--- src/include/pstq_defines.svh ---
`ifndef PSTQ_DEFINES_SVH
`define PSTQ_DEFINES_SVH

// register byte offsets on the avalon slave
`define PSTQ_ADDR_CTRL 5'h00
`define PSTQ_ADDR_TIME_LO 5'h04
`define PSTQ_ADDR_TIME_HI 5'h08
`define PSTQ_ADDR_COUNT 5'h0C
`define PSTQ_ADDR_STATUS 5'h10

// control field positions
`define PSTQ_CTRL_EN 0
`define PSTQ_CTRL_METHOD 1
`define PSTQ_CTRL_QUAL_LSB 2
`define PSTQ_CTRL_TRANS 6
`define PSTQ_CTRL_SLOPE 7
`define PSTQ_CTRL_CH_LSB 8

// status field positions
`define PSTQ_STAT_PRESENT 0
`define PSTQ_STAT_QUAL 1
`define PSTQ_STAT_FIRST 2
`define PSTQ_STAT_TCNT_LSB 8

// reset values
`define PSTQ_CTRL_RST 32'h00000000
`define PSTQ_TIME_LO_RST 32'h00000001
`define PSTQ_TIME_HI_RST 1'h0
`define PSTQ_COUNT_RST 24'h000001

// timing, in the units printed
`define PSTQ_CLK_NS 100
`define PSTQ_HOLD_MIN_NS 30
`define PSTQ_GAP_MIN_NS 1
`define PSTQ_WAIT_MIN_NS 10
`define PSTQ_MAX_S 680
`define PSTQ_MAX_EVENTS 15000000

// least times rounded up to whole clock cycles
`define PSTQ_HOLD_MIN_CYC ((`PSTQ_HOLD_MIN_NS + `PSTQ_CLK_NS - 1) / `PSTQ_CLK_NS)
`define PSTQ_GAP_MIN_CYC ((`PSTQ_GAP_MIN_NS + `PSTQ_CLK_NS - 1) / `PSTQ_CLK_NS)
`define PSTQ_WAIT_MIN_CYC ((`PSTQ_WAIT_MIN_NS + `PSTQ_CLK_NS - 1) / `PSTQ_CLK_NS)

`endif

--- src/include/pstq_pkg.sv ---
package pstq_pkg;

  // per-channel pattern selection
  typedef enum logic [1:0] {
    PSTQ_CH_IGNORE = 2'h0,
    PSTQ_CH_ABOVE = 2'h1,
    PSTQ_CH_BELOW = 2'h2,
    PSTQ_CH_IGNORE2 = 2'h3
  } pstq_chsel_t;

  // qualifier codes; pattern method uses 0..7, state method 8..10
  typedef enum logic [3:0] {
    PSTQ_Q_HTIME = 4'h0,
    PSTQ_Q_HEVT = 4'h1,
    PSTQ_Q_INTLT = 4'h2,
    PSTQ_Q_INTGT = 4'h3,
    PSTQ_Q_GAPLT = 4'h4,
    PSTQ_Q_GAPGT = 4'h5,
    PSTQ_Q_WIDLT = 4'h6,
    PSTQ_Q_WIDGT = 4'h7,
    PSTQ_Q_WAIT = 4'h8,
    PSTQ_Q_ANDB = 4'h9,
    PSTQ_Q_NTH = 4'hA
  } pstq_qual_t;

  // avalon handshake states
  typedef enum logic [1:0] {
    PSTQ_BUS_IDLE = 2'b01,
    PSTQ_BUS_ACK = 2'b10
  } pstq_bus_t;

endpackage

--- src/include/pstq_pat_if.sv ---
`timescale 1ns/1ps
interface pstq_pat_if;
  logic [5:0] chSel;
  logic slope;
  logic present;
  logic patEnter;
  logic patExit;
  logic srcEvt;
  modport prod(input chSel, input slope, output present, output patEnter, output patExit, output srcEvt);
  modport cons(output chSel, output slope, input present, input patEnter, input patExit, input srcEvt);
endinterface

--- src/verilog/pstq_sat_cnt.sv ---
`timescale 1ns/1ps
module pstq_sat_cnt #(
  parameter int W = 33
) (
  input wire logic clk,
  input wire logic rstn,
  input wire logic clr,
  input wire logic inc,
  output logic [W-1:0] value
);
  localparam logic [W-1:0] ALL_ONES = {W{1'b1}};
  localparam logic [W-1:0] ONE = {{(W-1){1'b0}}, 1'b1};

  // clear with a coincident increment counts that increment as the first
  always_ff @(posedge clk or negedge rstn)
  begin
    if (!rstn)
      value <= '0;
    else if (clr)
      value <= inc ? {{(W-1){1'b0}}, 1'b1} : '0;
    else if (inc && value != ALL_ONES)
      value <= value + ONE;
  end

  // a full counter must hold, never wrap back to small values
  counter_saturates_a: assert property (@(posedge clk) disable iff (!rstn)
    (value == ALL_ONES && !clr) |=> value == ALL_ONES)
    else $error("counter wrapped past its maximum");
endmodule

--- src/verilog/pstq_pattern.sv ---
`timescale 1ns/1ps
module pstq_pattern
  import pstq_pkg::*;
(
  input wire logic clk,
  input wire logic rstn,
  input wire logic clr,
  input wire logic [2:0] chanAbove,
  input wire logic srcLevel,
  pstq_pat_if.prod pat
);
  logic [2:0] chSync1;
  logic [2:0] chSync2;
  logic srcSync1;
  logic srcSync2;
  logic srcPrev;
  logic prevPresent;
  logic [2:0] chOk;

  // one channel against its selection; ignored channels always match
  function automatic logic chanMatch(input logic [1:0] sel, input logic above);
    case (sel)
      PSTQ_CH_ABOVE: chanMatch = above;
      PSTQ_CH_BELOW: chanMatch = !above;
      default: chanMatch = 1'b1;
    endcase
  endfunction

  // comparator levels are asynchronous to clk
  always_ff @(posedge clk or negedge rstn)
  begin
    if (!rstn)
    begin
      chSync1 <= 3'h0;
      chSync2 <= 3'h0;
      srcSync1 <= 1'h0;
      srcSync2 <= 1'h0;
    end
    else
    begin
      chSync1 <= chanAbove;
      chSync2 <= chSync1;
      srcSync1 <= srcLevel;
      srcSync2 <= srcSync1;
    end
  end

  // pattern is the and of the per-channel matches
  always_comb
  begin
    for (int i = 0; i < 3; i++)
      chOk[i] = chanMatch(pat.chSel[2*i +: 2], chSync2[i]);
  end
  assign pat.present = &chOk;

  // history; a clear resamples so a standing pattern is no transition
  always_ff @(posedge clk or negedge rstn)
  begin
    if (!rstn)
    begin
      prevPresent <= 1'h0;
      srcPrev <= 1'h0;
    end
    else
    begin
      prevPresent <= pat.present;
      srcPrev <= srcSync2;
    end
  end

  // transitions and source edge events
  assign pat.patEnter = !clr && pat.present && !prevPresent;
  assign pat.patExit = !clr && !pat.present && prevPresent;
  assign pat.srcEvt = !clr && (pat.slope ? (srcPrev && !srcSync2) : (!srcPrev && srcSync2));

  pattern_entry_a: assert property (@(posedge clk) disable iff (!rstn)
    pat.patEnter |-> pat.present && !$past(pat.present))
    else $error("entry flagged without a rising pattern");
endmodule

--- src/verilog/pstq_top.sv ---
`timescale 1ns/1ps
`include "pstq_defines.svh"
// Behaviour
// - pattern is the AND of up to three channel above-level states.
// - each channel selects above, below or ignored.
// - pattern present only when every used channel matches.
// - holdoff and interval qualifiers trigger on entering or exiting, as selected.
// - time holdoff blocks triggers until delay since last trigger; restarts on trigger.
// - interval-less fires on edge arriving within interval of previous edge.
// - interval-greater fires on edge arriving after interval from previous edge.
// - gap-less fires on re-entry within time after last exit.
// - gap-greater fires on re-entry later than time after last exit.
// - gap timer restarts on every exit, triggered or not.
// - width-less times from start, fires at end if shorter.
// - width-greater times from start, fires at end if longer.
// - gap tests fire on entry, width tests fire on exit.
// - pattern method applies exactly one qualifier at a time.
// - state method fires only on source edges in selected pattern state.
// - wait accepts source edges after delay from pattern start, while pattern holds.
// - and-before accepts source edges before window expires and pattern ends.
// - nth-event counts source events from pattern start, fires on reaching count.
// - source edge polarity selectable, rising or falling.
module pstq_top
  import pstq_pkg::*;
#(
  parameter int TW = 33,
  parameter int EW = 24,
  parameter logic [63:0] MAX_TIME_CYC = 64'd`PSTQ_MAX_S * 64'd1000000000 / 64'd`PSTQ_CLK_NS,
  parameter logic [EW-1:0] MAX_EVENTS = EW'(`PSTQ_MAX_EVENTS)
) (
  input wire logic clk,
  input wire logic rstn,
  input wire logic [4:0] address,
  input wire logic read,
  input wire logic write,
  input wire logic [31:0] writedata,
  output logic [31:0] readdata,
  output logic waitrequest,
  input wire logic [2:0] chanAbove,
  input wire logic srcLevel,
  output logic trigOut
);
  localparam logic [TW-1:0] MAX_T = MAX_TIME_CYC[TW-1:0];
  // a restart that also counts leaves the timer at one, never at zero
  localparam logic [TW-1:0] ONE_T = {{(TW-1){1'b0}}, 1'b1};
  localparam logic [TW-1:0] HOLD_MIN = TW'(`PSTQ_HOLD_MIN_CYC);
  localparam logic [TW-1:0] GAP_MIN = TW'(`PSTQ_GAP_MIN_CYC);
  localparam logic [TW-1:0] WAIT_MIN = TW'(`PSTQ_WAIT_MIN_CYC);

  pstq_pat_if pat();

  pstq_bus_t busSt;
  logic [31:0] ctrl_r;
  logic [31:0] timeLo_r;
  logic timeHi_r;
  logic [EW-1:0] count_r;
  logic [7:0] trigCnt_r;
  logic clr_r;
  logic first_r;
  logic first_nxt;
  logic have_r;
  logic have_nxt;
  logic qPrev_r;
  logic regWr;
  logic enable;
  logic method;
  pstq_qual_t qual;
  logic transSel;
  logic q;
  logic qStart;
  logic trans;
  logic fire;
  logic tmrRestart;
  logic evcRestart;
  logic evcInc;
  logic [TW-1:0] tmr;
  logic [EW-1:0] evc;
  logic [EW-1:0] evcBase;
  logic [TW-1:0] limT;
  logic [EW-1:0] limN;
  logic [TW-1:0] minT;

  // keep a programmed time inside the documented span of the qualifier
  function automatic logic [TW-1:0] clampTime(input logic [TW-1:0] v, input logic [TW-1:0] lo);
    if (v < lo)
      clampTime = lo;
    else if (v > MAX_T)
      clampTime = MAX_T;
    else
      clampTime = v;
  endfunction

  // read mux; unmapped addresses read as zero
  function automatic logic [31:0] rdWord(input logic [4:0] a);
    logic [31:0] w;
    w = 32'h00000000;
    case (a)
      `PSTQ_ADDR_CTRL: w = ctrl_r;
      `PSTQ_ADDR_TIME_LO: w = timeLo_r;
      `PSTQ_ADDR_TIME_HI: w = {31'h00000000, timeHi_r};
      `PSTQ_ADDR_COUNT: w = {{(32-EW){1'b0}}, count_r};
      `PSTQ_ADDR_STATUS:
      begin
        w[`PSTQ_STAT_PRESENT] = pat.present;
        w[`PSTQ_STAT_QUAL] = q;
        w[`PSTQ_STAT_FIRST] = first_r;
        w[`PSTQ_STAT_TCNT_LSB +: 8] = trigCnt_r;
      end
      default: w = 32'h00000000;
    endcase
    return w;
  endfunction

  // control fields
  assign enable = ctrl_r[`PSTQ_CTRL_EN];
  assign method = ctrl_r[`PSTQ_CTRL_METHOD];
  assign qual = pstq_qual_t'(ctrl_r[`PSTQ_CTRL_QUAL_LSB +: 4]);
  assign transSel = ctrl_r[`PSTQ_CTRL_TRANS];
  assign pat.chSel = ctrl_r[`PSTQ_CTRL_CH_LSB +: 6];
  assign pat.slope = ctrl_r[`PSTQ_CTRL_SLOPE];
  assign regWr = (busSt == PSTQ_BUS_ACK) && write;

  // fixed one wait state keeps the slave trivial to time
  always_ff @(posedge clk or negedge rstn)
  begin
    if (!rstn)
    begin
      busSt <= PSTQ_BUS_IDLE;
      waitrequest <= 1'b1;
      readdata <= 32'h00000000;
    end
    else
    begin
      case (busSt)
        PSTQ_BUS_IDLE:
        begin
          if (read || write)
          begin
            busSt <= PSTQ_BUS_ACK;
            waitrequest <= 1'b0;
            if (read)
              readdata <= rdWord(address);
          end
        end
        PSTQ_BUS_ACK:
        begin
          busSt <= PSTQ_BUS_IDLE;
          waitrequest <= 1'b1;
        end
        default:
        begin
          busSt <= PSTQ_BUS_IDLE;
          waitrequest <= 1'b1;
        end
      endcase
    end
  end

  // register writes take effect at the handshake edge
  always_ff @(posedge clk or negedge rstn)
  begin
    if (!rstn)
    begin
      ctrl_r <= `PSTQ_CTRL_RST;
      timeLo_r <= `PSTQ_TIME_LO_RST;
      timeHi_r <= `PSTQ_TIME_HI_RST;
      count_r <= `PSTQ_COUNT_RST;
    end
    else if (regWr)
    begin
      case (address)
        `PSTQ_ADDR_CTRL: ctrl_r <= writedata;
        `PSTQ_ADDR_TIME_LO: timeLo_r <= writedata;
        `PSTQ_ADDR_TIME_HI: timeHi_r <= writedata[0];
        `PSTQ_ADDR_COUNT: count_r <= writedata[EW-1:0];
        default: ;
      endcase
    end
  end

  // a changed setup gets one cycle of clear before any evaluation
  always_ff @(posedge clk or negedge rstn)
  begin
    if (!rstn)
      clr_r <= 1'b1;
    else
      clr_r <= !enable || (regWr && address == `PSTQ_ADDR_CTRL && writedata != ctrl_r);
  end

  pstq_pattern u_pattern (
    .clk(clk),
    .rstn(rstn),
    .clr(clr_r),
    .chanAbove(chanAbove),
    .srcLevel(srcLevel),
    .pat(pat.prod)
  );

  pstq_sat_cnt #(.W(TW)) u_timer (
    .clk(clk),
    .rstn(rstn),
    .clr(clr_r || tmrRestart),
    .inc(1'b1),
    .value(tmr)
  );

  pstq_sat_cnt #(.W(EW)) u_events (
    .clk(clk),
    .rstn(rstn),
    .clr(clr_r || evcRestart),
    .inc(evcInc),
    .value(evc)
  );

  // limits; the shortest printed time depends on the qualifier
  always_comb
  begin
    case (qual)
      PSTQ_Q_HTIME, PSTQ_Q_INTLT, PSTQ_Q_INTGT: minT = HOLD_MIN;
      PSTQ_Q_WAIT, PSTQ_Q_ANDB: minT = WAIT_MIN;
      default: minT = GAP_MIN;
    endcase
    limT = clampTime(TW'({timeHi_r, timeLo_r}), minT);
    if (count_r == '0)
      limN = {{(EW-1){1'b0}}, 1'b1};
    else if (count_r > MAX_EVENTS)
      limN = MAX_EVENTS;
    else
      limN = count_r;
  end

  // qualifying state for the state method: present, or absent when inverted
  assign q = pat.present ^ transSel;
  assign qStart = q && !qPrev_r;
  assign trans = transSel ? pat.patExit : pat.patEnter;
  assign evcBase = qStart ? '0 : evc;

  // trigger decision; only the selected qualifier is evaluated
  always_comb
  begin
    fire = 1'b0;
    tmrRestart = 1'b0;
    evcRestart = 1'b0;
    evcInc = 1'b0;
    have_nxt = have_r;
    first_nxt = first_r;
    if (!clr_r && enable)
    begin
      if (!method)
      begin
        case (qual)
          PSTQ_Q_HTIME: fire = trans && (first_r || tmr >= limT);
          PSTQ_Q_HEVT:
          begin
            if (trans && (first_r || evc >= limN))
              fire = 1'b1;
            else
              evcInc = trans;
          end
          PSTQ_Q_INTLT, PSTQ_Q_INTGT:
          begin
            if (trans)
            begin
              fire = have_r && ((qual == PSTQ_Q_INTLT) ? (tmr < limT) : (tmr > limT));
              tmrRestart = 1'b1;
              have_nxt = 1'b1;
            end
          end
          PSTQ_Q_GAPLT, PSTQ_Q_GAPGT:
          begin
            if (pat.patExit)
            begin
              tmrRestart = 1'b1;
              have_nxt = 1'b1;
            end
            if (pat.patEnter)
              fire = have_r && ((qual == PSTQ_Q_GAPLT) ? (tmr < limT) : (tmr > limT));
          end
          PSTQ_Q_WIDLT, PSTQ_Q_WIDGT:
          begin
            if (pat.patEnter)
            begin
              tmrRestart = 1'b1;
              have_nxt = 1'b1;
            end
            if (pat.patExit)
              fire = have_r && ((qual == PSTQ_Q_WIDLT) ? (tmr < limT) : (tmr > limT));
          end
          default: fire = 1'b0;
        endcase
        // holdoffs restart on each trigger
        if (fire)
        begin
          first_nxt = 1'b0;
          tmrRestart = tmrRestart || (qual == PSTQ_Q_HTIME);
          evcRestart = (qual == PSTQ_Q_HEVT);
        end
      end
      else
      begin
        // the timer value is stale in the start cycle, so it is excluded there
        case (qual)
          PSTQ_Q_WAIT:
          begin
            tmrRestart = qStart;
            fire = q && !qStart && pat.srcEvt && tmr >= limT;
          end
          PSTQ_Q_ANDB:
          begin
            tmrRestart = qStart;
            fire = q && pat.srcEvt && (qStart || tmr < limT);
          end
          PSTQ_Q_NTH:
          begin
            evcRestart = qStart;
            evcInc = q && pat.srcEvt;
            fire = q && pat.srcEvt && (evcBase + 1'b1 == limN);
          end
          default: fire = 1'b0;
        endcase
      end
    end
  end

  // tracked state; cleared with the setup
  always_ff @(posedge clk or negedge rstn)
  begin
    if (!rstn)
    begin
      have_r <= 1'b0;
      first_r <= 1'b1;
      qPrev_r <= 1'b0;
    end
    else if (clr_r)
    begin
      have_r <= 1'b0;
      first_r <= 1'b1;
      qPrev_r <= 1'b0;
    end
    else
    begin
      have_r <= have_nxt;
      first_r <= first_nxt;
      qPrev_r <= q;
    end
  end

  // trigger output and a wrapping trigger tally for software
  always_ff @(posedge clk or negedge rstn)
  begin
    if (!rstn)
    begin
      trigOut <= 1'b0;
      trigCnt_r <= 8'h00;
    end
    else
    begin
      trigOut <= fire;
      if (fire)
        trigCnt_r <= trigCnt_r + 8'h01;
    end
  end

  trigger_registered_a: assert property (@(posedge clk) disable iff (!rstn)
    fire |=> trigOut)
    else $error("trigger decision not seen at the output");

  holdoff_time_a: assert property (@(posedge clk) disable iff (!rstn)
    (fire && !method && qual == PSTQ_Q_HTIME) |-> (first_r || tmr >= limT))
    else $error("time holdoff fired early");

  holdoff_restart_a: assert property (@(posedge clk) disable iff (!rstn)
    (fire && !method && qual == PSTQ_Q_HTIME) |=> tmr == ONE_T)
    else $error("holdoff timer not restarted by trigger");

  interval_less_a: assert property (@(posedge clk) disable iff (!rstn)
    (fire && !method && qual == PSTQ_Q_INTLT) |-> have_r && tmr < limT)
    else $error("interval less fired outside interval");

  interval_greater_a: assert property (@(posedge clk) disable iff (!rstn)
    (fire && !method && qual == PSTQ_Q_INTGT) |-> have_r && tmr > limT)
    else $error("interval greater fired too soon");

  gap_entry_a: assert property (@(posedge clk) disable iff (!rstn)
    (fire && !method && (qual == PSTQ_Q_GAPLT || qual == PSTQ_Q_GAPGT)) |-> pat.patEnter)
    else $error("gap test fired off entry");

  width_exit_a: assert property (@(posedge clk) disable iff (!rstn)
    (fire && !method && (qual == PSTQ_Q_WIDLT || qual == PSTQ_Q_WIDGT)) |-> pat.patExit)
    else $error("width test fired off exit");

  gap_restart_a: assert property (@(posedge clk) disable iff (!rstn)
    (enable && !clr_r && !method && (qual == PSTQ_Q_GAPLT || qual == PSTQ_Q_GAPGT) && pat.patExit)
    |=> tmr == ONE_T)
    else $error("gap timer not restarted on exit");

  state_source_a: assert property (@(posedge clk) disable iff (!rstn)
    (fire && method) |-> pat.srcEvt && q)
    else $error("state trigger without source edge in state");

  clear_quiet_a: assert property (@(posedge clk) disable iff (!rstn)
    clr_r |=> !trigOut && tmr == ONE_T && evc == '0)
    else $error("clear did not quiet the qualifier");
endmodule

--- config.mk ---
export PLATFORM = sky130hd
export DESIGN_NAME = pstq_top
export DESIGN_NICKNAME = d
export VERILOG_FILES = /design/src/include/pstq_pkg.sv /design/src/include/pstq_pat_if.sv /design/src/verilog/pstq_sat_cnt.sv /design/src/verilog/pstq_pattern.sv /design/src/verilog/pstq_top.sv
export VERILOG_INCLUDE_DIRS = /design/src /design/src/include
export SDC_FILE = /design/constraint.sdc
export NUM_CORES = 1
export LEC_CHECK = 0
export BUFFER_PORTS_ARGS = -buffer_cell sky130_fd_sc_hd__buf_2
export CAP_MARGIN = 20
export CORE_ASPECT_RATIO = 1.5
export CORE_MARGIN = 4
export CORE_UTILIZATION = 60
export DETAILED_ROUTE_END_ITERATION = 10
export PLACE_DENSITY_LB_ADDON = 0.05
export SETUP_SLACK_MARGIN = 0.4
export SYNTH_ARGS = -nofsm -noshare
export SYNTH_HDL_FRONTEND = slang
export SYNTH_HIERARCHICAL = 1
export SYNTH_SLANG_ARGS = --single-unit
--- constraint.sdc ---
create_clock -name clk -period 5.2 [get_ports clk]
set_input_delay 0.52 -clock clk [delete_from_list [all_inputs] [get_ports clk]]
set_output_delay 0.52 -clock clk [all_outputs]
set_load 0.02 [all_outputs]
==> results of run 1 <==
-- path summary, 6_finish.rpt --
check / start / end / slack (ns) / depth (start not counted)
worst max-delay path: timeLo_r[13] / trigCnt_r[1] / 0.59 / 19
worst max register to register: timeLo_r[13] / trigCnt_r[1] / 0.59 / 19
worst min-delay path: rstn / readdata[27] / 0.13 / 1
min in group clk: srcLevel / u_pattern/srcSync1 / 0.13 / 1
worst min register to register: u_pattern/chSync1[0] / u_pattern/chSync2[0] / 0.35 / 0
max in group asynchronous: rstn / ctrl_r[9] / 4.01 / 2
-- state kept, by name (all words and copies together), names as in the netlist, 2 cells and up --
name               count
busSt                  2
ctrl_r                32
timeLo_r              32
u_pattern/chSync1      3
u_events/value        24
trigCnt_r              8
readdata              32
u_timer/value         33
count_r               24
u_pattern/chSync2      3
-- worst max-delay path: cells and delay by family, from the launching register on --
family | cells | cell delay, ns
and+or+nand+nor | 5 | 0.49
AOI/OAI and AO/OA | 12 | 2.91
muxes | 1 | 0.33
DFF | 1 | 0.45
adders and majority gates | 1 | 0.32
-- logic make-up after synthesis --
group / Yosys count
multiplexers: 106
XOR/XNOR: 80
AND/OR/NAND/NOR: 518
adder cells (fa/ha/maj): 68
flip-flops: 203
other: 1
AO/OA/AOI/OAI: 278
buffers and inverters: 91
-- final cells by class --
class	count	area [um^2]	area share, %
Clock buffer	30	589.3	3.991
Clock inverter	8	51.30	0.3474
Inverter	27	101.3	0.6863
Multi-Input combinational cell	1054	7676	51.98
Sequential cell	203	5099	34.53
Tap cell	268	335.3	2.271
Timing Repair Buffer	141	914.6	6.194
-- cell usage after synthesis (all sizes together) (3+ instances only) --
master	n	share of area, %
dfrtp	198	38
buf	23	1.2
dfstp	5	1.0
a31oi	7	0.45
nor2	87	2.5
mux2i	14	1.1
o21ai	70	2.7
o211ai	8	0.50
ha	68	6.6
nor2b	15	0.72
and3	10	0.54
nand2b	9	0.43
a21oi	59	2.3
or3	18	0.89
nand4	52	2.8
o31a	5	0.35
xor2	29	2.0
a21o	10	0.58
nor4	28	1.7
nand3b	4	0.23
and4	16	1.2
and2	7	0.34
a22o	37	2.5
mux2	92	8.0
nand3	46	1.9
nand2	159	4.7
clkbuf	41	1.2
nor4b	4	0.27
o31ai	27	1.6
a222oi	10	0.77
xnor2	50	3.4
or2	3	0.14
o21a	4	0.23
nor3	22	0.93
a221oi	3	0.20
a211oi	11	0.64
or4	30	1.8
inv	27	0.78
-- cell usage in the layout, fill, tap and decap left out, drive strengths merged, types with 10 or more instances in the layout --
cell    synthesis  final
dfrtp         198    198
nand2         159    159
buf            23    140
mux2           92     92
nor2           87     87
o21ai          70     70
ha             68     68
a21oi          59     59
nand4          52     52
xnor2          50     50
nand3          46     46
a22o           37     37
clkbuf         41     31
or4            30     30
inv            27     30
xor2           29     29
nor4           28     28
o31ai          27     27
nor3           22     22
or3            18     18
and4           16     16
nor2b          15     15
mux2i          14     14
a211oi         11     11
a222oi         10     10
a21o           10     10
and3           10     10
-- through the flow --
step / hold WS [ns] / cells / total power, mW
2_1_floorplan: 0.2244 / 1348 / 2.392
5_1_grt: 0.1196 / 1731 / 4.459
3_5_place_dp: 0.3387 / 1680 / 2.805
6_report: 0.1261 / 1731 / 4.269
3_3_place_gp: 0.3327 / 1679 / 2.784
4_1_cts: 0.1168 / 1719 / 4.231
-- per-layer routing --
metal  vias to the layer above  GRT usage, %  part of all wire [%]
li1                       5220             -                     -
met1                      5791         37.97                    35
met2                       456         61.62                    52
met3                       162         3.857                   4.9
met4                         0         24.39                   8.1
met5                         -             0                     0
-- repair_timing --
item,in CTS,in global routing
buffers inserted,1,11
cloned,0,1
setup endpoints to repair,15,50
endpoints found under the hold margin,0,0
resized for setup,9,35
pin swaps,2,10
-- where the power goes --
part	switching, mW	internal (mW)	total (mW)
clock	0.630	0.796	1.43
combinational	0.614	0.395	1.01
sequential	0.148	1.69	1.83
==> impl_results.md, run 1 <==
- RSZ-0062 raised after global routing: true
- Final Cell Area: 14770 um^2
- Filler cells: 1730
- Crit Path Max Fanout: 10
- Overall die area: 24110 um^2
- PD cells: 289.1 nW/um^2
- Grt ovf: 0
- Diodes inserted: 0
- Drt drc: 0
- Worst slew margin: 36.17%
- Worst hold path class: in2async
- Final Core Density: 69.83%
- Final Skew: 0.02457 ns
- CTS HTree Levels: 1
- Setup_tns: 0 ns
- Pleak: 6.546 nW
- Mean Syn Cell Area: 9.654 um^2
- Main synth FF type: dfrtp_1
- Register clock-pin slew on the reported worst setup and hold paths: 0.06 ns
- Hold Vio Cnt, Final: 0
- Post-CTS Hold Fix Bufs: 0
- Die Y: 188.2 um
- Global-route wire length before repair: 65430 um
- Slowest Stage Delay on Critical Path: 0.49 ns
- Fmax: 216.9 MHz
- Number of flops mapped to enable cells by yosys: 0
- Synth warn: 6
- CP required: 5.57 ns
- PortBufs: 78
- IO Count: 79
- Largest family of logic cells by synthesized area: simple AND/OR/NAND/NOR gates
- CTS tree: yes
- Synth-to-Final Area Change: 13.72%
- Iteration-0 DRC Markers: 877
- GRT Overall Usage: 34.73%
- Period Utilization, post-route: 88.67%
- MaxCap Viol Count: 0
- Setup-failing EPs final: 0
- Core area: 21150 um^2
- Via-to-Cell Ratio: 6.718
- Max-slew violations: 0
- WP data arrival: 4.98 ns
- Via count: 11630
- Most used cell, CP: nand2_1
- CP Launch Type: register
- Sink Count: 203
- Post-synthesis xor/xnor area fraction: 5.569%
- Post-synthesis adder-cell area fraction: 6.552%
- Post-synthesis mux area share: 9.087%
- Status: finished, final reports clean
- Yosys cell types: 95
- Mapped Cells: 1345
- Critical path class: reg2reg
- Cell Rows: 65
- Post-placement setup slack: -0.1503 ns
- Vias in the first global route: 11710
- Post-placement cell area: 13870 um^2
- Tmin final: 4.611 ns
- TritonCTS Buffers: 21
- Post-synth ARST share: 100.0%
- CTS root buf: clkbuf_16
- Maximum clock insertion buffer count: 3
- Routed WL: 42150 um
- DP HPWL: 31780 um
- Final-stage net count: 1561
- Mapped Area: 12980 um^2
- Setup ws final: 0.5891 ns
- Pre-antenna DRT Iters: 8
- Sequential fraction of the synthesis area: 39.17%
- CP max stage cell: a221o_2
- Post-route ant nets: 0
- Placer's final routability congestion estimate: 0.9904
- Layout cells sized above 1: 23.86%
- Complex-gate fraction of the synthesized area: 14.84%
- WL/cell: 24.35 um
- Worst IR Drop VDD: 0.0002610 V
- Clk_lat worst skew: 0.51 ns
- Area share of and/or/nand/nor cells after synthesis: 21.62%
- Number of synthesized register bits: 203
- Initial antenna violation count: 0
- Setup crit end kind: register
- Crit-path cells: o41ai_4 > nand2_1 > a21o_1 > a21oi_1 > nor2b_1 > o21ai_2 > a21o_4 > nand2_1 > ha_1 > a21oi_1 > nand2_1 > a221oi_1 > o21ai_0 > a211o_1 > o32ai_2 > a31oi_1 > a221o_2 > nor2_2 > mux2_1
- Chip Width: 128.1 um
- Slew @ Worst Pin: 0.9575 ns
- Largest net degree at the start of global routing: 108
- Initial core utilization: 61.41%
(Power assumes the default switching activity.)
==> inputs of run 2 (changes only) <==
--- a/config.mk
+++ b/config.mk
@@ -8,9 +8,11 @@
 export LEC_CHECK = 0
 export BUFFER_PORTS_ARGS = -buffer_cell sky130_fd_sc_hd__buf_2
 export CAP_MARGIN = 20
+export CELL_PAD_IN_SITES_DETAIL_PLACEMENT = 1
+export CELL_PAD_IN_SITES_GLOBAL_PLACEMENT = 2
 export CORE_ASPECT_RATIO = 1.5
 export CORE_MARGIN = 4
-export CORE_UTILIZATION = 60
+export CORE_UTILIZATION = 40
 export DETAILED_ROUTE_END_ITERATION = 10
 export PLACE_DENSITY_LB_ADDON = 0.05
 export SETUP_SLACK_MARGIN = 0.4
==> run 2 against run 1 <==
Net effect:
- clock power increased by 16%
- first-iteration DRC count decreased by 32%
- utilization decreased by 22 points
- die area increased by 47%
- sequential power about the same
- critical endpoint unchanged
- largest cell class unchanged
==> impl_results.md, run 2 (synthesis gave the netlist of run 1 again) <==
- Status: finished, final reports clean
- Drt drc: 0 (unchanged)
- Worst hold path class: in2async
- Max FFs per register: 33 (unchanged)
- Post-placement cell area: 14210 um^2 (+2.4%)
- CTS root buf: clkbuf_16
- Tmin final: 4.680 ns (+0.06927 ns)
- Sink Count: 203 (unchanged)
- Largest net degree at the start of global routing: 107 (-0.93%)
- Register clock-pin slew on the reported worst setup and hold paths: 0.06 ns (about the same)
- Initial antenna violation count: 0 (unchanged)
- Filler cells: 3627 (+110%)
- Worst IR Drop VDD: 0.0002297 V (-12%)
- Critical path class: reg2reg
- Maximum clock insertion buffer count: 3 (unchanged)
- MaxCap Viol Count: 0 (unchanged)
- Core area: 31930 um^2 (+51%)
- Final Core Density: 48.03% (-22 points)
- Commonest non-fill, non-tap cell in the layout: dfrtp_1
- PD cells: 303.0 nW/um^2 (+4.8%)
- Final-stage net count: 1581 (+1.3%)
- PortBufs: 78 (unchanged)
- Placer's final routability congestion estimate: 0.8596 (-13%)
- Pre-antenna DRT Iters: 5 (-3)
- TritonCTS Buffers: 24 (+14%)
- Setup ws final: 0.5198 ns (-0.06927 ns)
- Routed WL: 49460 um (+17%)
- Slew @ Worst Pin: 1.076 ns (+0.1182 ns)
- Fmax: 213.7 MHz (-1.5%)
- Setup-failing EPs final: 0 (unchanged)
- Die Y: 228.7 um (+22%)
- Global-route wire length before repair: 75110 um (+15%)
- FF/Latch Area: 5095 um^2 (about the same)
- Non-filler instance count after layout: 1896 (+9.5%)
- GRT Overall Usage: 27.36% (-7.4 points)
- CP required: 5.63 ns (+0.06 ns)
- Crit-path cells: nor4_2 > nand4_1 > nor4_2 > nand3_1 > nand3_2 > a21o_1 > buf_4 > nand2_1 > ha_4 > a21oi_1 > o21ai_0 > a221oi_2 > o21ai_2 > a211o_4 > o32ai_2 > a31oi_1 > a221o_2 > nor2_4 > mux2_1
- Max-slew violations: 0 (unchanged)
- Grt ovf: 0 (unchanged)
- Vias in the first global route: 12180 (+4.1%)
- Synth-to-Final Area Change: 18.12%
- Layout cells sized above 1: 26.11% (+2.3 points)
- CP Launch Type: register
- Diodes inserted: 0 (unchanged)
- CTS HTree Levels: 1 (unchanged)
- Slowest Stage Delay on Critical Path: 0.50 ns (about the same)
- Cell Rows: 80 (+23%)
- RSZ-0062 raised after global routing: false
- Setup crit end kind: register
- CTS tree: yes
- Via count: 11540 (-0.78%)
- Overall die area: 35470 um^2 (+47%)
- Post-route ant nets: 0 (unchanged)
- Via-to-Cell Ratio: 6.085 (-9.4%)
- Final Cell Area: 15340 um^2 (+3.9%)
- Top reg by flops: u_timer/value
- Crit Path Max Fanout: 8 (-2)
- Most used cell, CP: nor4_2
- Period Utilization, post-route: 90.00% (+1.3 points)
- IO Count: 79 (unchanged)
- Iteration-0 DRC Markers: 596 (-32%)
- Worst slew margin: 28.02% (-8.1 points)
- Placed cell count: 1843 (+9.7%)
- Pleak: 6.700 nW (+2.4%)
- CP max stage cell: a221o_2
- Clk_lat worst skew: 0.55 ns (+0.04 ns)
- Initial core utilization: 40.67% (-21 points)
- WL/cell: 26.08 um (+7.1%)
- Multi-input logic area: 7806 um^2 (+1.7%)
- Tot Pwr: 4.647 mW (+8.8%)
- WP data arrival: 5.11 ns (+0.13 ns)
- DP HPWL: 37580 um (+18%)
- Hold Vio Cnt, Final: 0 (unchanged)
- Fin Hold WS: 0.04438 ns (-0.08170 ns)
- Chip Width: 155.1 um (+21%)
- Most frequent cells in the layout: dfrtp_1 (191), nand2_1 (154), mux2_2 (90), nor2_1 (81), buf_2 (78)
- Final Skew: 0.03257 ns (+0.008002 ns)
- Setup_tns: 0 ns (unchanged)
- Post-placement setup slack: -0.04707 ns (+0.1032 ns)
run 2: path summary, 6_finish.rpt:
kind | slack (ns) | start | to | depth (start not counted)
worst max-delay path | 0.52 | timeLo_r[1] | trigCnt_r[1] | 19
worst min-delay path | 0.04 | rstn | u_timer/value[27] | 1
worst max register to register | 0.52 | timeLo_r[1] | trigCnt_r[1] | 19
worst min register to register | 0.35 | u_pattern/chSync1[0] | u_pattern/chSync2[0] | 0
max in group asynchronous | 4.10 | rstn | ctrl_r[12] | 2
min in group clk | 0.07 | chanAbove[1] | u_pattern/chSync1[1] | 1
run 2: routing by layer:
layer	share of wire, %	up-vias	track usage (%)
li1	-	5263	-
met3	2.8	119	2.671
met4	6.0	0	13.75
met1	35	5940	28.83
met2	56	216	52.82
met5	0	-	0
run 2: report_power, final:
group	leakage, nW	internal, mW	total [mW]	switching (mW)
Sequential	2.75	1.69	1.83	0.143
Clock	0.377	0.929	1.66	0.734
Combinational	3.57	0.449	1.15	0.705
run 2: area by class of cell:
cell class,instances,share of cell area [%]
Clock buffer,32,4.438
Clock inverter,12,0.5792
Inverter,27,0.6608
Multi-Input combinational cell,1054,50.90
Sequential cell,203,33.22
Tap cell,410,3.345
Timing Repair Buffer,158,6.861
run 2: critical path: cells and delay by family, from the launching register on:
family | cells | cell delay (ns)
compound gates | 9 | 2.05
fa+ha+maj | 1 | 0.26
flops | 1 | 0.45
buf+inv | 1 | 0.17
mux | 1 | 0.33
simple gates | 7 | 1.31
run 2: what timing repair did:
action	4_1_cts	5_1_grt
gates cloned	0	1
gates resized for setup	15	48
pin swaps	2	14
buffers inserted	0	8
setup endpoints to repair	50	47
hold buffers	0	0
